## src/i2c_master_sequencer_regs.svh

```systemverilog
`ifndef I2C_MASTER_SEQUENCER_REGS_SVH
`define I2C_MASTER_SEQUENCER_REGS_SVH

// system clock period and instruction cycle, in ns
`define CLOCK_PERIOD_NS 10
`define INSTRUCTION_CYCLE_NS 80

// baud counter decrements twice per instruction cycle
`define HALF_INSTRUCTION_CLKS 3'((`INSTRUCTION_CYCLE_NS / `CLOCK_PERIOD_NS) / 2)

// late buffer writes within this many instruction cycles still land
`define COLLISION_WINDOW_CYCLES 2
`define COLLISION_WINDOW_CLKS \
	5'((`COLLISION_WINDOW_CYCLES * `INSTRUCTION_CYCLE_NS) / `CLOCK_PERIOD_NS)

// reload field width, bit counts of a byte
`define RELOAD_WIDTH 7
`define LAST_DATA_BIT 4'h7
`define ACK_BIT 4'h8

`endif

```

## src/i2c_seq_pkg.sv

```systemverilog
package i2c_seq_pkg;

	typedef enum logic [3:0] {
		IDLE = 4'b0000,
		START_WAIT = 4'b0001,
		START_HOLD = 4'b0010,
		REPEAT_CLOCK_LOW = 4'b0011,
		REPEAT_DATA_RELEASE = 4'b0100,
		REPEAT_CLOCK_RELEASE = 4'b0101,
		REPEAT_BOTH_HIGH = 4'b0110,
		REPEAT_DATA_LOW = 4'b0111,
		TX_LOW = 4'b1000,
		TX_HIGH_WAIT = 4'b1001,
		TX_HIGH = 4'b1010,
		RX_LOW = 4'b1011,
		RX_HIGH_WAIT = 4'b1100,
		RX_HIGH = 4'b1101,
		RX_PUSH = 4'b1110
	} seq_state_e;

	typedef struct packed {
		seq_state_e state;
		logic [6:0] baud_counter;
		logic [2:0] phase;
		logic [3:0] bit_count;
		logic [4:0] write_age;
		logic [7:0] shift_register;
		logic [7:0] transfer_buffer;
		logic clock_sync_a;
		logic clock_sync_b;
		logic data_sync_a;
		logic data_sync_b;
		logic data_prev;
		logic clock_oe;
		logic data_oe;
		logic begin_request_bit;
		logic repeat_begin_request_bit;
		logic receive_request_bit;
		logic buffer_full_flag;
		logic write_collision_flag;
		logic bus_collision_flag;
		logic port_interrupt_flag;
		logic ack_received_status;
		logic receive_overrun_flag;
		logic start_detected;
		logic push;
		logic busy;
	} seq_s;

	typedef struct packed {
		logic [1:0][7:0] data;
		logic [1:0] valid;
		logic room;
	} pair_s;

endpackage : i2c_seq_pkg

```

## src/byte_pair_buffer.sv

```systemverilog
`timescale 1ns/100ps
module byte_pair_buffer (
	input wire logic clock,
	input wire logic rst_b,
	input wire logic clock_enable,
	input wire logic in_valid,
	output logic in_ready,
	input wire logic [7:0] in_data,
	output logic out_valid,
	input wire logic out_ready,
	output logic [7:0] out_data
);
	i2c_seq_pkg::pair_s s;
	i2c_seq_pkg::pair_s next_s;

	always_comb begin
		next_s = s;
		if (out_ready && s.valid[0]) begin
			next_s.data[0] = s.data[1];
			next_s.valid[0] = s.valid[1];
			next_s.valid[1] = 1'b0;
		end
		// writer honours room, so an entry is never overwritten
		if (in_valid && s.room) begin
			if (!next_s.valid[0]) begin
				next_s.data[0] = in_data;
				next_s.valid[0] = 1'b1;
			end else begin
				next_s.data[1] = in_data;
				next_s.valid[1] = 1'b1;
			end
		end
		next_s.room = !next_s.valid[1];
	end

	always_ff @(posedge clock) begin
		if (!rst_b) begin
			s <= '{data: '0, valid: 2'h0, room: 1'b1};
		end else if (clock_enable) begin
			s <= next_s;
		end
	end

	assign in_ready = s.room;
	assign out_valid = s.valid[0];
	assign out_data = s.data[0];
endmodule : byte_pair_buffer

```

## src/i2c_master_sequencer.sv

```systemverilog
`timescale 1ns/100ps
`include "i2c_master_sequencer_regs.svh"
module i2c_master_sequencer (
	input wire logic clock,
	input wire logic rst_b,
	input wire logic clock_enable,
	input wire logic [6:0] baud_reload_register,
	input wire logic begin_request_set,
	input wire logic repeat_begin_request_set,
	input wire logic receive_request_set,
	input wire logic buffer_write,
	input wire logic [7:0] buffer_write_data,
	input wire logic buffer_read,
	input wire logic write_collision_clear,
	input wire logic bus_collision_clear,
	input wire logic port_interrupt_clear,
	input wire logic receive_overrun_clear,
	input wire logic start_detected_clear,
	input wire logic bus_clock_line_in,
	output logic bus_clock_line_out,
	output logic bus_clock_line_oe,
	input wire logic bus_data_line_in,
	output logic bus_data_line_out,
	output logic bus_data_line_oe,
	output logic [7:0] transfer_buffer,
	output logic begin_request_bit,
	output logic repeat_begin_request_bit,
	output logic receive_request_bit,
	output logic buffer_full_flag,
	output logic write_collision_flag,
	output logic bus_collision_flag,
	output logic port_interrupt_flag,
	output logic ack_received_status,
	output logic receive_overrun_flag,
	output logic start_detected,
	output logic busy,
	output logic rx_valid,
	input wire logic rx_ready,
	output logic [7:0] rx_data
);
	i2c_seq_pkg::seq_s s;
	i2c_seq_pkg::seq_s next_s;
	logic rx_room;

	// level placed on data for a bit slot: 1 means release
	function automatic logic tx_level(input logic [7:0] value, input logic [3:0] slot);
		tx_level = (slot > `LAST_DATA_BIT) ? 1'b1 : value[3'(`LAST_DATA_BIT - slot)];
	endfunction : tx_level

	function automatic logic in_transmit(input i2c_seq_pkg::seq_state_e st);
		in_transmit = (st == i2c_seq_pkg::TX_LOW) || (st == i2c_seq_pkg::TX_HIGH_WAIT)
			|| (st == i2c_seq_pkg::TX_HIGH);
	endfunction : in_transmit

	// aborted sequence releases both lines and drops its request bits
	function automatic i2c_seq_pkg::seq_s collide(input i2c_seq_pkg::seq_s x);
		i2c_seq_pkg::seq_s y;
		y = x;
		y.bus_collision_flag = 1'b1;
		y.begin_request_bit = 1'b0;
		y.repeat_begin_request_bit = 1'b0;
		y.clock_oe = 1'b0;
		y.data_oe = 1'b0;
		y.state = i2c_seq_pkg::IDLE;
		collide = y;
	endfunction : collide

	always_comb begin
		logic tick;
		logic timeout;
		logic clock_high;
		logic data_high;
		logic [3:0] next_bit;
		tick = (s.phase == `HALF_INSTRUCTION_CLKS - 3'h1);
		timeout = tick && (s.baud_counter == 7'h00);
		clock_high = s.clock_sync_b;
		data_high = s.data_sync_b;
		next_s = s;
		next_bit = s.bit_count + 4'h1;
		// first stage feeds only the second
		next_s.clock_sync_a = bus_clock_line_in;
		next_s.clock_sync_b = s.clock_sync_a;
		next_s.data_sync_a = bus_data_line_in;
		next_s.data_sync_b = s.data_sync_a;
		next_s.data_prev = s.data_sync_b;
		next_s.push = 1'b0;

		if (tick) begin
			next_s.phase = 3'h0;
		end else begin
			next_s.phase = s.phase + 3'h1;
		end
		if (tick && s.baud_counter != 7'h00) begin
			next_s.baud_counter = s.baud_counter - 7'h01;
		end
		if (s.write_age != `COLLISION_WINDOW_CLKS) begin
			next_s.write_age = s.write_age + 5'h01;
		end

		// clears first, so a set in the same cycle wins
		if (write_collision_clear) begin
			next_s.write_collision_flag = 1'b0;
		end
		if (bus_collision_clear) begin
			next_s.bus_collision_flag = 1'b0;
		end
		if (port_interrupt_clear) begin
			next_s.port_interrupt_flag = 1'b0;
		end
		if (receive_overrun_clear) begin
			next_s.receive_overrun_flag = 1'b0;
		end
		if (start_detected_clear) begin
			next_s.start_detected = 1'b0;
		end
		if (buffer_read && !in_transmit(s.state)) begin
			next_s.buffer_full_flag = 1'b0;
		end
		// start seen on the lines, whoever made it
		if (s.data_prev && !data_high && clock_high) begin
			next_s.start_detected = 1'b1;
		end

		case (s.state)
			i2c_seq_pkg::IDLE: begin
				// requests only taken here, so nothing queues behind a sequence
				if (begin_request_set) begin
					if (clock_high && data_high) begin
						next_s.begin_request_bit = 1'b1;
						next_s.baud_counter = baud_reload_register;
						next_s.state = i2c_seq_pkg::START_WAIT;
					end else begin
						next_s = collide(next_s);
					end
				end else if (repeat_begin_request_set) begin
					next_s.repeat_begin_request_bit = 1'b1;
					next_s.clock_oe = 1'b1;
					next_s.state = i2c_seq_pkg::REPEAT_CLOCK_LOW;
				end else if (receive_request_set) begin
					next_s.receive_request_bit = 1'b1;
					next_s.bit_count = 4'h0;
					next_s.clock_oe = 1'b1;
					next_s.data_oe = 1'b0;
					next_s.baud_counter = baud_reload_register;
					next_s.state = i2c_seq_pkg::RX_LOW;
				end else if (buffer_write) begin
					next_s.transfer_buffer = buffer_write_data;
					next_s.buffer_full_flag = 1'b1;
					next_s.write_age = 5'h00;
					next_s.bit_count = 4'h0;
					next_s.clock_oe = 1'b1;
					next_s.data_oe = !tx_level(buffer_write_data, 4'h0);
					next_s.baud_counter = baud_reload_register;
					next_s.state = i2c_seq_pkg::TX_LOW;
				end
			end
			i2c_seq_pkg::START_WAIT: begin
				if (!clock_high) begin
					next_s = collide(next_s);
				end else if (timeout) begin
					if (data_high) begin
						next_s.data_oe = 1'b1;
						next_s.baud_counter = baud_reload_register;
						next_s.state = i2c_seq_pkg::START_HOLD;
					end else begin
						next_s = collide(next_s);
					end
				end
			end
			i2c_seq_pkg::START_HOLD: begin
				if (timeout) begin
					// counter left at zero: suspended, data stays low
					next_s.begin_request_bit = 1'b0;
					next_s.port_interrupt_flag = 1'b1;
					next_s.state = i2c_seq_pkg::IDLE;
				end
			end
			i2c_seq_pkg::REPEAT_CLOCK_LOW: begin
				if (!clock_high) begin
					next_s.data_oe = 1'b0;
					next_s.baud_counter = baud_reload_register;
					next_s.state = i2c_seq_pkg::REPEAT_DATA_RELEASE;
				end
			end
			i2c_seq_pkg::REPEAT_DATA_RELEASE: begin
				if (timeout) begin
					if (data_high) begin
						next_s.clock_oe = 1'b0;
						next_s.state = i2c_seq_pkg::REPEAT_CLOCK_RELEASE;
					end else begin
						next_s = collide(next_s);
					end
				end
			end
			i2c_seq_pkg::REPEAT_CLOCK_RELEASE: begin
				if (clock_high) begin
					if (!data_high) begin
						next_s = collide(next_s);
					end else begin
						next_s.baud_counter = baud_reload_register;
						next_s.state = i2c_seq_pkg::REPEAT_BOTH_HIGH;
					end
				end
			end
			i2c_seq_pkg::REPEAT_BOTH_HIGH: begin
				if (!clock_high) begin
					next_s = collide(next_s);
				end else if (timeout) begin
					next_s.data_oe = 1'b1;
					next_s.baud_counter = baud_reload_register;
					next_s.state = i2c_seq_pkg::REPEAT_DATA_LOW;
				end
			end
			i2c_seq_pkg::REPEAT_DATA_LOW: begin
				if (timeout) begin
					next_s.repeat_begin_request_bit = 1'b0;
					next_s.port_interrupt_flag = 1'b1;
					next_s.state = i2c_seq_pkg::IDLE;
				end
			end
			i2c_seq_pkg::TX_LOW: begin
				if (timeout) begin
					next_s.clock_oe = 1'b0;
					next_s.state = i2c_seq_pkg::TX_HIGH_WAIT;
				end
			end
			i2c_seq_pkg::TX_HIGH_WAIT: begin
				// a slave stretching the clock holds the count here
				if (clock_high) begin
					next_s.baud_counter = baud_reload_register;
					next_s.state = i2c_seq_pkg::TX_HIGH;
				end
			end
			i2c_seq_pkg::TX_HIGH: begin
				if (timeout) begin
					next_s.clock_oe = 1'b1;
					if (s.bit_count == `ACK_BIT) begin
						next_s.ack_received_status = data_high;
						next_s.port_interrupt_flag = 1'b1;
						next_s.state = i2c_seq_pkg::IDLE;
					end else begin
						if (s.bit_count == `LAST_DATA_BIT) begin
							next_s.buffer_full_flag = 1'b0;
						end
						next_s.bit_count = next_bit;
						next_s.data_oe = !tx_level(s.transfer_buffer, next_bit);
						next_s.baud_counter = baud_reload_register;
						next_s.state = i2c_seq_pkg::TX_LOW;
					end
				end
			end
			i2c_seq_pkg::RX_LOW: begin
				if (timeout) begin
					next_s.clock_oe = 1'b0;
					next_s.state = i2c_seq_pkg::RX_HIGH_WAIT;
				end
			end
			i2c_seq_pkg::RX_HIGH_WAIT: begin
				if (clock_high) begin
					next_s.shift_register = {s.shift_register[6:0], data_high};
					next_s.baud_counter = baud_reload_register;
					next_s.state = i2c_seq_pkg::RX_HIGH;
				end
			end
			i2c_seq_pkg::RX_HIGH: begin
				if (timeout) begin
					next_s.clock_oe = 1'b1;
					if (s.bit_count == `LAST_DATA_BIT) begin
						next_s.receive_request_bit = 1'b0;
						if (s.buffer_full_flag) begin
							next_s.receive_overrun_flag = 1'b1;
						end
						next_s.transfer_buffer = s.shift_register;
						next_s.buffer_full_flag = 1'b1;
						next_s.port_interrupt_flag = 1'b1;
						next_s.state = i2c_seq_pkg::RX_PUSH;
					end else begin
						next_s.bit_count = next_bit;
						next_s.baud_counter = baud_reload_register;
						next_s.state = i2c_seq_pkg::RX_LOW;
					end
				end
			end
			i2c_seq_pkg::RX_PUSH: begin
				// a full stream buffer stalls here, clock still held low
				if (rx_room) begin
					next_s.push = 1'b1;
					next_s.state = i2c_seq_pkg::IDLE;
				end
			end
			default: begin
				next_s.state = i2c_seq_pkg::IDLE;
			end
		endcase

		if (buffer_write && s.state != i2c_seq_pkg::IDLE) begin
			next_s.write_collision_flag = 1'b1;
			if (in_transmit(s.state) && s.write_age != `COLLISION_WINDOW_CLKS) begin
				next_s.transfer_buffer = buffer_write_data;
			end
		end
		next_s.busy = (next_s.state != i2c_seq_pkg::IDLE);
	end

	always_ff @(posedge clock) begin
		if (!rst_b) begin
			s <= '0;
		end else if (clock_enable) begin
			s <= next_s;
		end
	end

	byte_pair_buffer rx_stream (
		.clock(clock),
		.rst_b(rst_b),
		.clock_enable(clock_enable),
		.in_valid(s.push),
		.in_ready(rx_room),
		.in_data(s.transfer_buffer),
		.out_valid(rx_valid),
		.out_ready(rx_ready),
		.out_data(rx_data)
	);

	// open drain: output level fixed low, only the enable moves
	assign bus_clock_line_out = 1'b0;
	assign bus_data_line_out = 1'b0;
	assign bus_clock_line_oe = s.clock_oe;
	assign bus_data_line_oe = s.data_oe;
	assign transfer_buffer = s.transfer_buffer;
	assign begin_request_bit = s.begin_request_bit;
	assign repeat_begin_request_bit = s.repeat_begin_request_bit;
	assign receive_request_bit = s.receive_request_bit;
	assign buffer_full_flag = s.buffer_full_flag;
	assign write_collision_flag = s.write_collision_flag;
	assign bus_collision_flag = s.bus_collision_flag;
	assign port_interrupt_flag = s.port_interrupt_flag;
	assign ack_received_status = s.ack_received_status;
	assign receive_overrun_flag = s.receive_overrun_flag;
	assign start_detected = s.start_detected;
	assign busy = s.busy;
endmodule : i2c_master_sequencer

```

## config.mk

```make
export PLATFORM = sky130hd
export DESIGN_NAME = i2c_master_sequencer
export DESIGN_NICKNAME = d
export VERILOG_FILES = /design/src/i2c_seq_pkg.sv /design/src/byte_pair_buffer.sv /design/src/i2c_master_sequencer.sv
export VERILOG_INCLUDE_DIRS = /design/src
export SDC_FILE = /design/constraint.sdc
export NUM_CORES = 1
export LEC_CHECK = 0
export ABC_CLOCK_PERIOD_IN_PS = 2800
export CORE_MARGIN = 1
export CORE_UTILIZATION = 35
export CTS_CLUSTER_SIZE = 24
export DETAILED_ROUTE_END_ITERATION = 10
export DONT_BUFFER_PORTS = 1
export SLEW_MARGIN = 20
export SYNTH_ARGS = -nofsm -noshare
export SYNTH_HDL_FRONTEND = slang
export SYNTH_SLANG_ARGS = --single-unit
```

## constraint.sdc

```tcl
create_clock -name clock -period 2.8 [get_ports clock]
set_clock_uncertainty 0.15 [all_clocks]
set_input_delay 0.56 -clock clock [delete_from_list [all_inputs] [get_ports clock]]
set_output_delay 0.56 -clock clock [all_outputs]
set_load 0.03 [all_outputs]
```

==> results.cfg, run 1 <==
[floorplan]
start_util_pct = 36.4
die_w_um = 128
ioPinCount = 63
dieArea_um2 = 16500
rows = 45
dieHeight_um = 128
design.core.area_um2 = 15400

[clock_tree]
clockRootBuffer = clkbuf_16
numCtsBuffers = 9
ctsHoldBuffers = 0
cts_tree = done
clk_pin_slew_ps = 80
htreeDepth = 3
clock-sinks = 77
clk_latency_ps = 350
cts_buffer_depth = 2

[worst_setup_path]
crit_path_max_fanout = 9
worstPathRequired_ps = 2880
arrival_ps = 2740
crit_type = reg -> reg
r2r_cells = 6
path_cells = or4_4, nor3_4, o2111ai_4, nor4b_2, a2bb2oi_1, a21oi_1
worst-r2r-setup-slack_ps = 150
slowest_stage = or4_4
r2r_start = s[51]$_SDFFE_PN0P_
critical_path_buf_inv_count = 0
start_kind = register
worst_path_dominant_cell_family = simple AND/OR/NAND/NOR gates
timing.rr.end = s[50]$_SDFFE_PN0P_
crit_path_end_kind = register
crit_path_max_incr_delay_ps = 600

[yosys]
synth_cells = 733
syn_area_um2 = 5590
postSynth.asyncResetShare_pct = 0
syn_avg_cell_area_um2 = 7.63
seq_area_frac_synth_pct = 27.6
yosysWarnings = 0
synthDominantCellAreaShare_pct = 27.6
synth-seq-cells = 77
synth-main-ff-cell = dfxtp_1
synth.area.top_cells = dfxtp_1, mux2i_1, nor2_1, o21ai_0, a21oi_1
synth_edf_count = 0
netlist.top_cell.by_area = dfxtp_1
synthDistinctLibCells = 82

[timing]
relSlewSlack_pct = 50.9
finalSetupViolCount = 0
worst_pin_slew_ps = 726
whs_ps = 140
setup-tns-final_ps = 0
fin_crit_ps = 2650
timing.final.crit_share_pct = 94.8
hold_violations = 0
fmax_mhz = 377
drv_slew = 0
rsz0062_at_grt = no

[place]
dpl_cell_area_um2 = 5790
place_hpwl_um = 12500
portBuffers = 0
placedCellCount = 911
gp_congestion = 0.971

[hold_path]
hp-class = in -> reg
whs_endpoint = rx_stream.in_ready$_SDFFE_PN1P_
min_from = rst_b
hold_depth = 1

[grt]
grt_overflow = 0
grt_pass1_wl_um = 28100
grt_pass1_vias = 4992
grt_max_degree = 62
track_usage_pct = 21.8
antenna_found_initial = 0

[cells_and_area]
antenna_cells = 0
drive_gt1_share_pct = 11.7
nets = 750
instances_no_fill = 928
final_area_um2 = 6090
area_growth_syn_to_layout_pct = 8.84

[power]
power_frac_seq_pct = 40.4
combPwrFrac_pct = 20.3
p_per_area_nw_per_um2 = 490
power_switching_mw = 0.988
vdd_drop_max_uv = 364
swShare_pct = 33.1
clock_power_share_pct = 39.3
power.internal_mw = 1.99
total_power_mw = 2.98
p_leak_nw = 2.14

[drt]
vias = 5569
drt_iter0_markers = 558
viasPerCell = 6.00
dr.pass1.iters = 5
drcViolationCount = 0
routed_wirelength_um = 17500
antenna_left = 0
avgRoutedWirePerCell_um = 18.8

[run_status]
status = finished clean

[run]
cap_violations = 0
==> cell type report <==
cell class / count / area (um2)
Clock buffer: 9 / 225
Sequential cell: 77 / 1540
Fill cell: 1578 / 9290
Timing Repair Buffer: 38 / 310
Clock inverter: 7 / 62.6
Multi-Input combinational cell: 562 / 3590
Tap cell: 211 / 264
Inverter: 24 / 90.1
==> worst max-delay path by stage <==
stage / endpoint / depth (start not counted) / from / slack, ps
3_5_place_dp: s[47]$_SDFFE_PN0P_ / 8 / s[47]$_SDFFE_PN0P_ / 160
4_1_cts: s[47]$_SDFFE_PN0P_ / 6 / s[51]$_SDFFE_PN0P_ / 140
3_3_place_gp: s[47]$_SDFFE_PN0P_ / 6 / s[51]$_SDFFE_PN0P_ / 160
2_1_floorplan: transfer_buffer[3]$_SDFFE_PN0P_ / 7 / receive_request_set / 410
5_1_grt: bus_collision_flag$_SDFFE_PN0P_ / 7 / s[56]$_SDFFE_PN0P_ / 20
6_report: s[50]$_SDFFE_PN0P_ / 6 / s[51]$_SDFFE_PN0P_ / 150
==> cell families after synthesis <==
kind of cell,after synthesis,synth area share (%)
AOI/OAI and AO/OA,237,28.4
other,1,0.0671
and+or+nand+nor,270,25.5
muxes,39,7.45
buffers and inverters,95,8.35
adders and majority gates,7,1.57
xor gates and xnor gates,7,1.10
DFF,77,27.6
==> power by group through the flow <==
stage                     Sequential (mW)  Clock (mW)  Combinational [mW]
after floorplan                      1.20           0               0.494
after global placement               1.23           0               0.595
after detailed placement             1.23           0               0.591
after CTS                            1.20        1.20               0.594
after global routing                 1.21        1.24               0.663
final                                1.21        1.17               0.605
==> timing repair <==
action,CTS,global route
setup endpoints to repair,0,4
resized for setup,0,2
setup buffers,0,1
==> metrics by stage <==
step                      setup WS, ps  utilization (%)
after floorplan                    412                -
after global placement             161             37.6
after detailed placement           160             37.6
after CTS                          139             39.5
after global routing              18.0             39.6
final                              145             39.6
==> flip-flops by register name (all words and copies together) (netlist names) <==
name and flops:
bus_data_line_oe 1, buffer_full_flag 1, port_interrupt_flag 1, rx_stream.s 9
repeat_begin_request_bit 1, begin_request_bit 1, rx_stream.out_data 8, rx_stream.out_valid 1
ack_received_status 1, start_detected 1, rx_stream.in_ready 1, transfer_buffer 8
write_collision_flag 1, busy 1, receive_request_bit 1, bus_collision_flag 1
bus_clock_line_oe 1, receive_overrun_flag 1, s 37
==> routing by layer <==
metal / global-route usage (%) / vias up / wire length [um]
met5: 0 / - / 0
met4: 7.75 / 0 / 300
met3: 6.65 / 25 / 1800
met2: 30.0 / 256 / 7310
met1: 31.5 / 2638 / 8070
li1: - / 2650 / -
==> synthesized netlist by cell type, types with 5 or more instances <==
master / number
o21a_1: 10
a21oi_1: 48
a211oi_1: 14
or3_1: 6
nor3_1: 13
and3_1: 8
a22oi_1: 6
a31oi_1: 8
inv_1: 22
a221oi_1: 10
o21ai_0: 53
o21ai_1: 6
o31ai_1: 9
mux2i_1: 36
o211ai_1: 9
buf_2: 13
nor3b_1: 5
nand2_1: 63
a21boi_0: 5
nor4bb_1: 5
nor2b_1: 13
nand3b_1: 7
buf_4: 19
nand2b_1: 9
nor2_1: 81
clkbuf_1: 34
o22ai_1: 8
ha_1: 7
nand3_1: 22
dfxtp_1: 77
==> placed cells by master, fill, tap and decap left out, types with 10 or more instances in the layout <==
master / synthesis / routed
nor2_1: 81 / 80
dfxtp_1: 77 / 77
nand2_1: 63 / 63
o21ai_0: 53 / 53
a21oi_1: 48 / 48
mux2i_1: 36 / 36
buf_4: 19 / 36
inv_1: 22 / 22
nand3_1: 22 / 22
a211oi_1: 14 / 14
nor3_1: 13 / 13
nor2b_1: 13 / 12
a221oi_1: 10 / 10
o21a_1: 10 / 10
(Power assumes the default switching activity.)
==> run 2: changes to the inputs <==
--- a/config.mk
+++ b/config.mk
@@ -6,6 +6,7 @@
 export SDC_FILE = /design/constraint.sdc
 export NUM_CORES = 1
 export LEC_CHECK = 0
+export ABC_AREA = 1
 export ABC_CLOCK_PERIOD_IN_PS = 2800
 export CORE_MARGIN = 1
 export CORE_UTILIZATION = 35
==> results.cfg, run 2 <==
[run_status]
status = finished clean

[floorplan]
dieHeight_um = 125
rows = 44
die_w_um = 125
dieArea_um2 = 15700
start_util_pct = 36.3
ioPinCount = 63
design.core.area_um2 = 14600

[timing]
drv_slew = 0
worst_pin_slew_ps = 875
timing.final.crit_share_pct = 92.0
relSlewSlack_pct = 41.5
fin_crit_ps = 2580
finalSetupViolCount = 0
layout_setup_ws_ps = 224
setup-tns-final_ps = 0
rsz0062_at_grt = no
hold_violations = 0
fmax_mhz = 388

[yosys]
synthDistinctLibCells = 45
seq_area_frac_synth_pct = 29.0
synthDominantCellAreaShare_pct = 29.0
synth_commonest_cells = nand2_1, nor2_1, inv_1
syn_avg_cell_area_um2 = 6.16
netlist.top_cell.by_area = dfxtp_1
synth_edf_count = 0
synth_cells = 862
synthMostInstantiatedCell = nand2_1
postSynth.asyncResetShare_pct = 0
synth-main-ff-cell = dfxtp_1
yosysWarnings = 0
syn_area_um2 = 5310
synth.area.top_cells = dfxtp_1, nand2_1, a21oi_1, nor2_1, inv_1
synth-seq-cells = 77

[grt]
antenna_found_initial = 0
grt_overflow = 0
use_met1_pct = 28.8
grt_pass1_wl_um = 27200
grt_max_degree = 36
use_met2_pct = 33.6
grt.busiest_layer = met2
grt_pass1_vias = 5139
grt_use_met3_pct = 6.25
track_usage_pct = 21.9

[cells_and_area]
top_register = s
antenna_cells = 0
drive_gt1_share_pct = 8.05
area_growth_syn_to_layout_pct = 6.46
final_common_cell = nand2_1
final_cell_mix = nand2_1, nor2_1, inv_1
nets = 881
top_regs = s x37, rx_stream.s x9
final_area_um2 = 5650
largest_register_ff_count = 37

[worst_setup_path]
crit_path_max_incr_delay_ps = 330
worstPathRequired_ps = 2890
path_cells = inv_1, ha_1, inv_1, nor2_1, nand3_2, nor2_4, nor2_1, nand2_1, nand2_1, o21ai_0, nand4_1, nor2_1, nand3b_1, nand2_1, inv_1
start_kind = register
crit_type = reg -> reg
crit_path_max_fanout = 11
slowest_stage = dfxtp_1
arrival_ps = 2660
crit_path_end_kind = register

[power]
p_leak_nw = 2.57
vdd_drop_max_uv = 392
p_per_area_nw_per_um2 = 532

[drt]
drcViolationCount = 0
avgRoutedWirePerCell_um = 16.2
drt_iter0_markers = 692
vias = 5567
viasPerCell = 5.41
antenna_left = 0
routed_wirelength_um = 16700
dr.pass1.iters = 7

[place]
pre_cts_ws_ps = 136
portBuffers = 0
place_hpwl_um = 12500
gp_congestion = 0.969
dpl_cell_area_um2 = 5390

[clock_tree]
postCtsSetupRepairBufs = 0
htreeDepth = 3
clk_pin_slew_ps = 60
clockRootBuffer = clkbuf_16
cts_tree = done
ctsHoldBuffers = 0
clk_latency_ps = 350
clock-sinks = 77
cts_buffer_depth = 2
numCtsBuffers = 9
postCtsResizedCells = 0

[hold_path]
hp-class = in -> reg

[run]
cap_violations = 0
-- run 2: changes by cell type after synthesis, moves of 10 or more --
cell | before | now
inv_1 | 22 | 88
nand2_1 | 63 | 234
buf_2 | 13 | 3
clkbuf_1 | 34 | 20
mux2i_1 | 36 | 0
nor2b_1 | 13 | 0
o21a_1 | 10 | 0
nor2_1 | 81 | 92
a21oi_1 | 48 | 85
nand3_1 | 22 | 43
nand2_2 | 0 | 10
-- run 2: kinds of logic (layout without fill, tap and decap cells) --
kind of cell | after synthesis | in the layout | synth area share, %
buffers and inverters | 148 | 130 | 12.3
and+or+nand+nor | 422 | 422 | 34.1
other | 1 | 2 | 0.0706
DFF | 77 | 77 | 29.0
xor gates and xnor gates | 6 | 6 | 0.990
AOI/OAI and AO/OA | 201 | 201 | 21.9
adders and majority gates | 7 | 7 | 1.65
-- run 2: metrics by stage --
step	cells	hold slack, ps	total power [mW]	utilization (%)
after floorplan	863	272	1.83	-
after global placement	1016	283	1.98	36.8
after detailed placement	1016	302	1.97	36.8
after CTS	1029	133	3.02	38.5
after global routing	1029	138	3.18	38.6
final	1029	151	3.01	38.6
-- run 2: worst paths after layout --
check,slack (ps),to,cells after the start,from
hold / removal,150,rx_stream.in_ready$_SDFFE_PN1P_,1,rst_b
hold reg to reg,310,s[46]$_SDFFE_PN0P_,2,s[46]$_SDFFE_PN0P_
setup / recovery,220,busy$_SDFFE_PN0P_,15,s[47]$_SDFFE_PN0P_
setup reg to reg,220,busy$_SDFFE_PN0P_,15,s[47]$_SDFFE_PN0P_
-- run 2: area by class of cell --
class	count	area, um2
Multi-Input combinational cell	638	3130
Timing Repair Buffer	15	113
Clock inverter	2	12.5
Clock buffer	11	243
Inverter	102	385
Fill cell	1618	8990
Tap cell	184	230
Sequential cell	77	1540
-- run 2: routing by layer --
| metal | part of all wire [%] | vias up |
|---|---|---|
| met5 | 0 | - |
| met4 | 3.0 | 0 |
| met3 | 7.6 | 50 |
| met2 | 43 | 242 |
| met1 | 46 | 2479 |
| li1 | - | 2796 |
-- run 2: critical path: cells and delay by family, from the launching register on --
family,cells,cell delay [ps]
AOI/OAI and AO/OA,1,160
and+or+nand+nor,10,1420
buffers and inverters,3,230
adders and majority gates,1,170
DFF,1,330
-- run 2: power by group --
group	total, mW	switching (mW)	internal (mW)
registers	1.27	0.120	1.15
logic	0.691	0.461	0.230
clock network	1.04	0.435	0.607
total	3.01	1.02	1.99
==> run 3: changes to the inputs <==
--- a/config.mk
+++ b/config.mk
@@ -7,12 +7,14 @@
 export NUM_CORES = 1
 export LEC_CHECK = 0
 export ABC_AREA = 1
-export ABC_CLOCK_PERIOD_IN_PS = 2800
+export ABC_CLOCK_PERIOD_IN_PS = 2500
 export CORE_MARGIN = 1
-export CORE_UTILIZATION = 35
+export CORE_UTILIZATION = 60
 export CTS_CLUSTER_SIZE = 24
 export DETAILED_ROUTE_END_ITERATION = 10
 export DONT_BUFFER_PORTS = 1
+export PLACE_DENSITY = 0.76
+export RECOVER_POWER = 50
 export SLEW_MARGIN = 20
 export SYNTH_ARGS = -nofsm -noshare
 export SYNTH_HDL_FRONTEND = slang
==> constraint.sdc (replaced) <==
create_clock -name clock -period 2.5 [get_ports clock]
set_clock_uncertainty 0.15 [all_clocks]
set_input_delay 0.5 -clock clock [delete_from_list [all_inputs] [get_ports clock]]
set_output_delay 0.5 -clock clock [all_outputs]
set_load 0.03 [all_outputs]
==> results.cfg, run 3 (synthesis results as in run 2) <==
[power]
vdd_drop_max_uv = 437
p_per_area_nw_per_um2 = 590
p_leak_nw = 2.61

[floorplan]
die_w_um = 96.1
design.core.area_um2 = 8380
ioPinCount = 63
dieArea_um2 = 9230
start_util_pct = 63.3
dieHeight_um = 96.1
rows = 33

[cells_and_area]
nets = 894
area_growth_syn_to_layout_pct = 6.46
final_common_cell = nand2_1
post-route-util_pct = 67.4
final_cell_mix = nand2_1, nor2_1, inv_1
top_register = s
largest_register_ff_count = 37
instances_no_fill = 966
antenna_cells = 0
top_regs = s x37, rx_stream.s x9
drive_gt1_share_pct = 10.2

[worst_setup_path]
arrival_ps = 2540
crit_path_max_incr_delay_ps = 510
r2r_start = s[54]$_SDFFE_PN0P_
worst-r2r-setup-slack_ps = 90
timing.rr.end = s[41]$_SDFFE_PN0P_
crit_path_max_fanout = 6
crit_type = reg -> reg
cpMostUsedCell = nand2_2
worstPathRequired_ps = 2630
critical_path_buf_inv_count = 2
worst_path_dominant_cell_family = simple AND/OR/NAND/NOR gates
crit_path_end_kind = register
start_kind = register
path_cells = inv_2, nor2_4, nand2_4, buf_4, nand2_2, nor2_1, nor4_4, nand2_2, a21oi_4, nand2_1, a21oi_1
r2r_cells = 11
slowest_stage = dfxtp_1

[timing]
rsz0062_at_grt = no
setup-tns-final_ps = 0
hold_violations = 0
fin_crit_ps = 2410
drv_slew = 0
finalSetupViolCount = 0
relSlewSlack_pct = 41.4
timing.final.crit_share_pct = 96.5
worst_pin_slew_ps = 879
layout_setup_ws_ps = 88.1
fmax_mhz = 415
whs_ps = 85.4

[clock_tree]
htreeDepth = 3
clockRootBuffer = clkbuf_8
clk_latency_ps = 350
clk_pin_slew_ps = 90
ctsHoldBuffers = 0
clock-sinks = 77
numCtsBuffers = 9
cts_buffer_depth = 2
cts_tree = done

[grt]
track_usage_pct = 36.6
grt_pass1_vias = 5175
grt_pass1_wl_um = 25700
grt_max_degree = 46
antenna_found_initial = 0
grt_overflow = 0

[place]
pre_cts_ws_ps = 47.7
place_hpwl_um = 12500
portBuffers = 0
placedCellCount = 945
gp_congestion = 1.04

[drt]
dr.pass1.iters = 6
drt_iter0_markers = 677
routed_wirelength_um = 16900
viasPerCell = 6.11
drcViolationCount = 0
avgRoutedWirePerCell_um = 17.4
vias = 5898
antenna_left = 0

[run]
cap_violations = 0

[hold_path]
hold_depth = 1
hp-class = in -> reg
whs_endpoint = rx_stream.in_ready$_SDFFE_PN1P_
min_from = rst_b

[run_status]
status = finished clean
## run 3: stage by stage
step           power (mW)  area (um2)
6_report             3.33        5650
5_1_grt              3.48        5650
3_5_place_dp         2.22        5350
3_3_place_gp         2.20        5350
2_1_floorplan        2.05        5310
4_1_cts              3.28        5570
## run 3: power breakdown
| group | internal [mW] | total, mW | switching [mW] |
|---|---|---|---|
| clock | 0.572 | 1.09 | 0.517 |
| combinational | 0.278 | 0.821 | 0.543 |
| sequential | 1.29 | 1.42 | 0.132 |
| total | 2.14 | 3.33 | 1.19 |
## run 3: cell type report
class	instances	area, um2
fill	735	2730
tap	105	131
sequential	77	1540
clock inverter	6	93.8
timing repair buffer	28	203
multi-input combinational	638	3170
inverter	102	385
clock buffer	10	128
## run 3: metal layers
layer  GRT usage [%]  share of wire (%)  up-vias
met5               0                  0        -
met4            17.4                3.6        0
met3            7.35                 11       61
met2            58.6                 45      372
met1            46.9                 40     2654
li1                -                  -     2811
## run 3: timing repair
action	in CTS	in global routing
resized for setup	0	17
endpoints found under the setup margin	0	25
setup buffers	0	5
## run 3: worst max-delay path by stage
stage                            start                 end  slack, ps  cells after the start
floorplan           s[47]$_SDFFE_PN0P_  s[52]$_SDFFE_PN0P_        440                     16
global placement    s[47]$_SDFFE_PN0P_  s[43]$_SDFFE_PN0P_        150                     13
detailed placement  s[47]$_SDFFE_PN0P_  s[48]$_SDFFE_PN0P_         50                     16
CTS                 s[47]$_SDFFE_PN0P_  s[48]$_SDFFE_PN0P_         30                     16
global route        s[48]$_SDFFE_PN0P_  s[48]$_SDFFE_PN0P_          7                     16
finish              s[54]$_SDFFE_PN0P_  s[41]$_SDFFE_PN0P_         90                     11
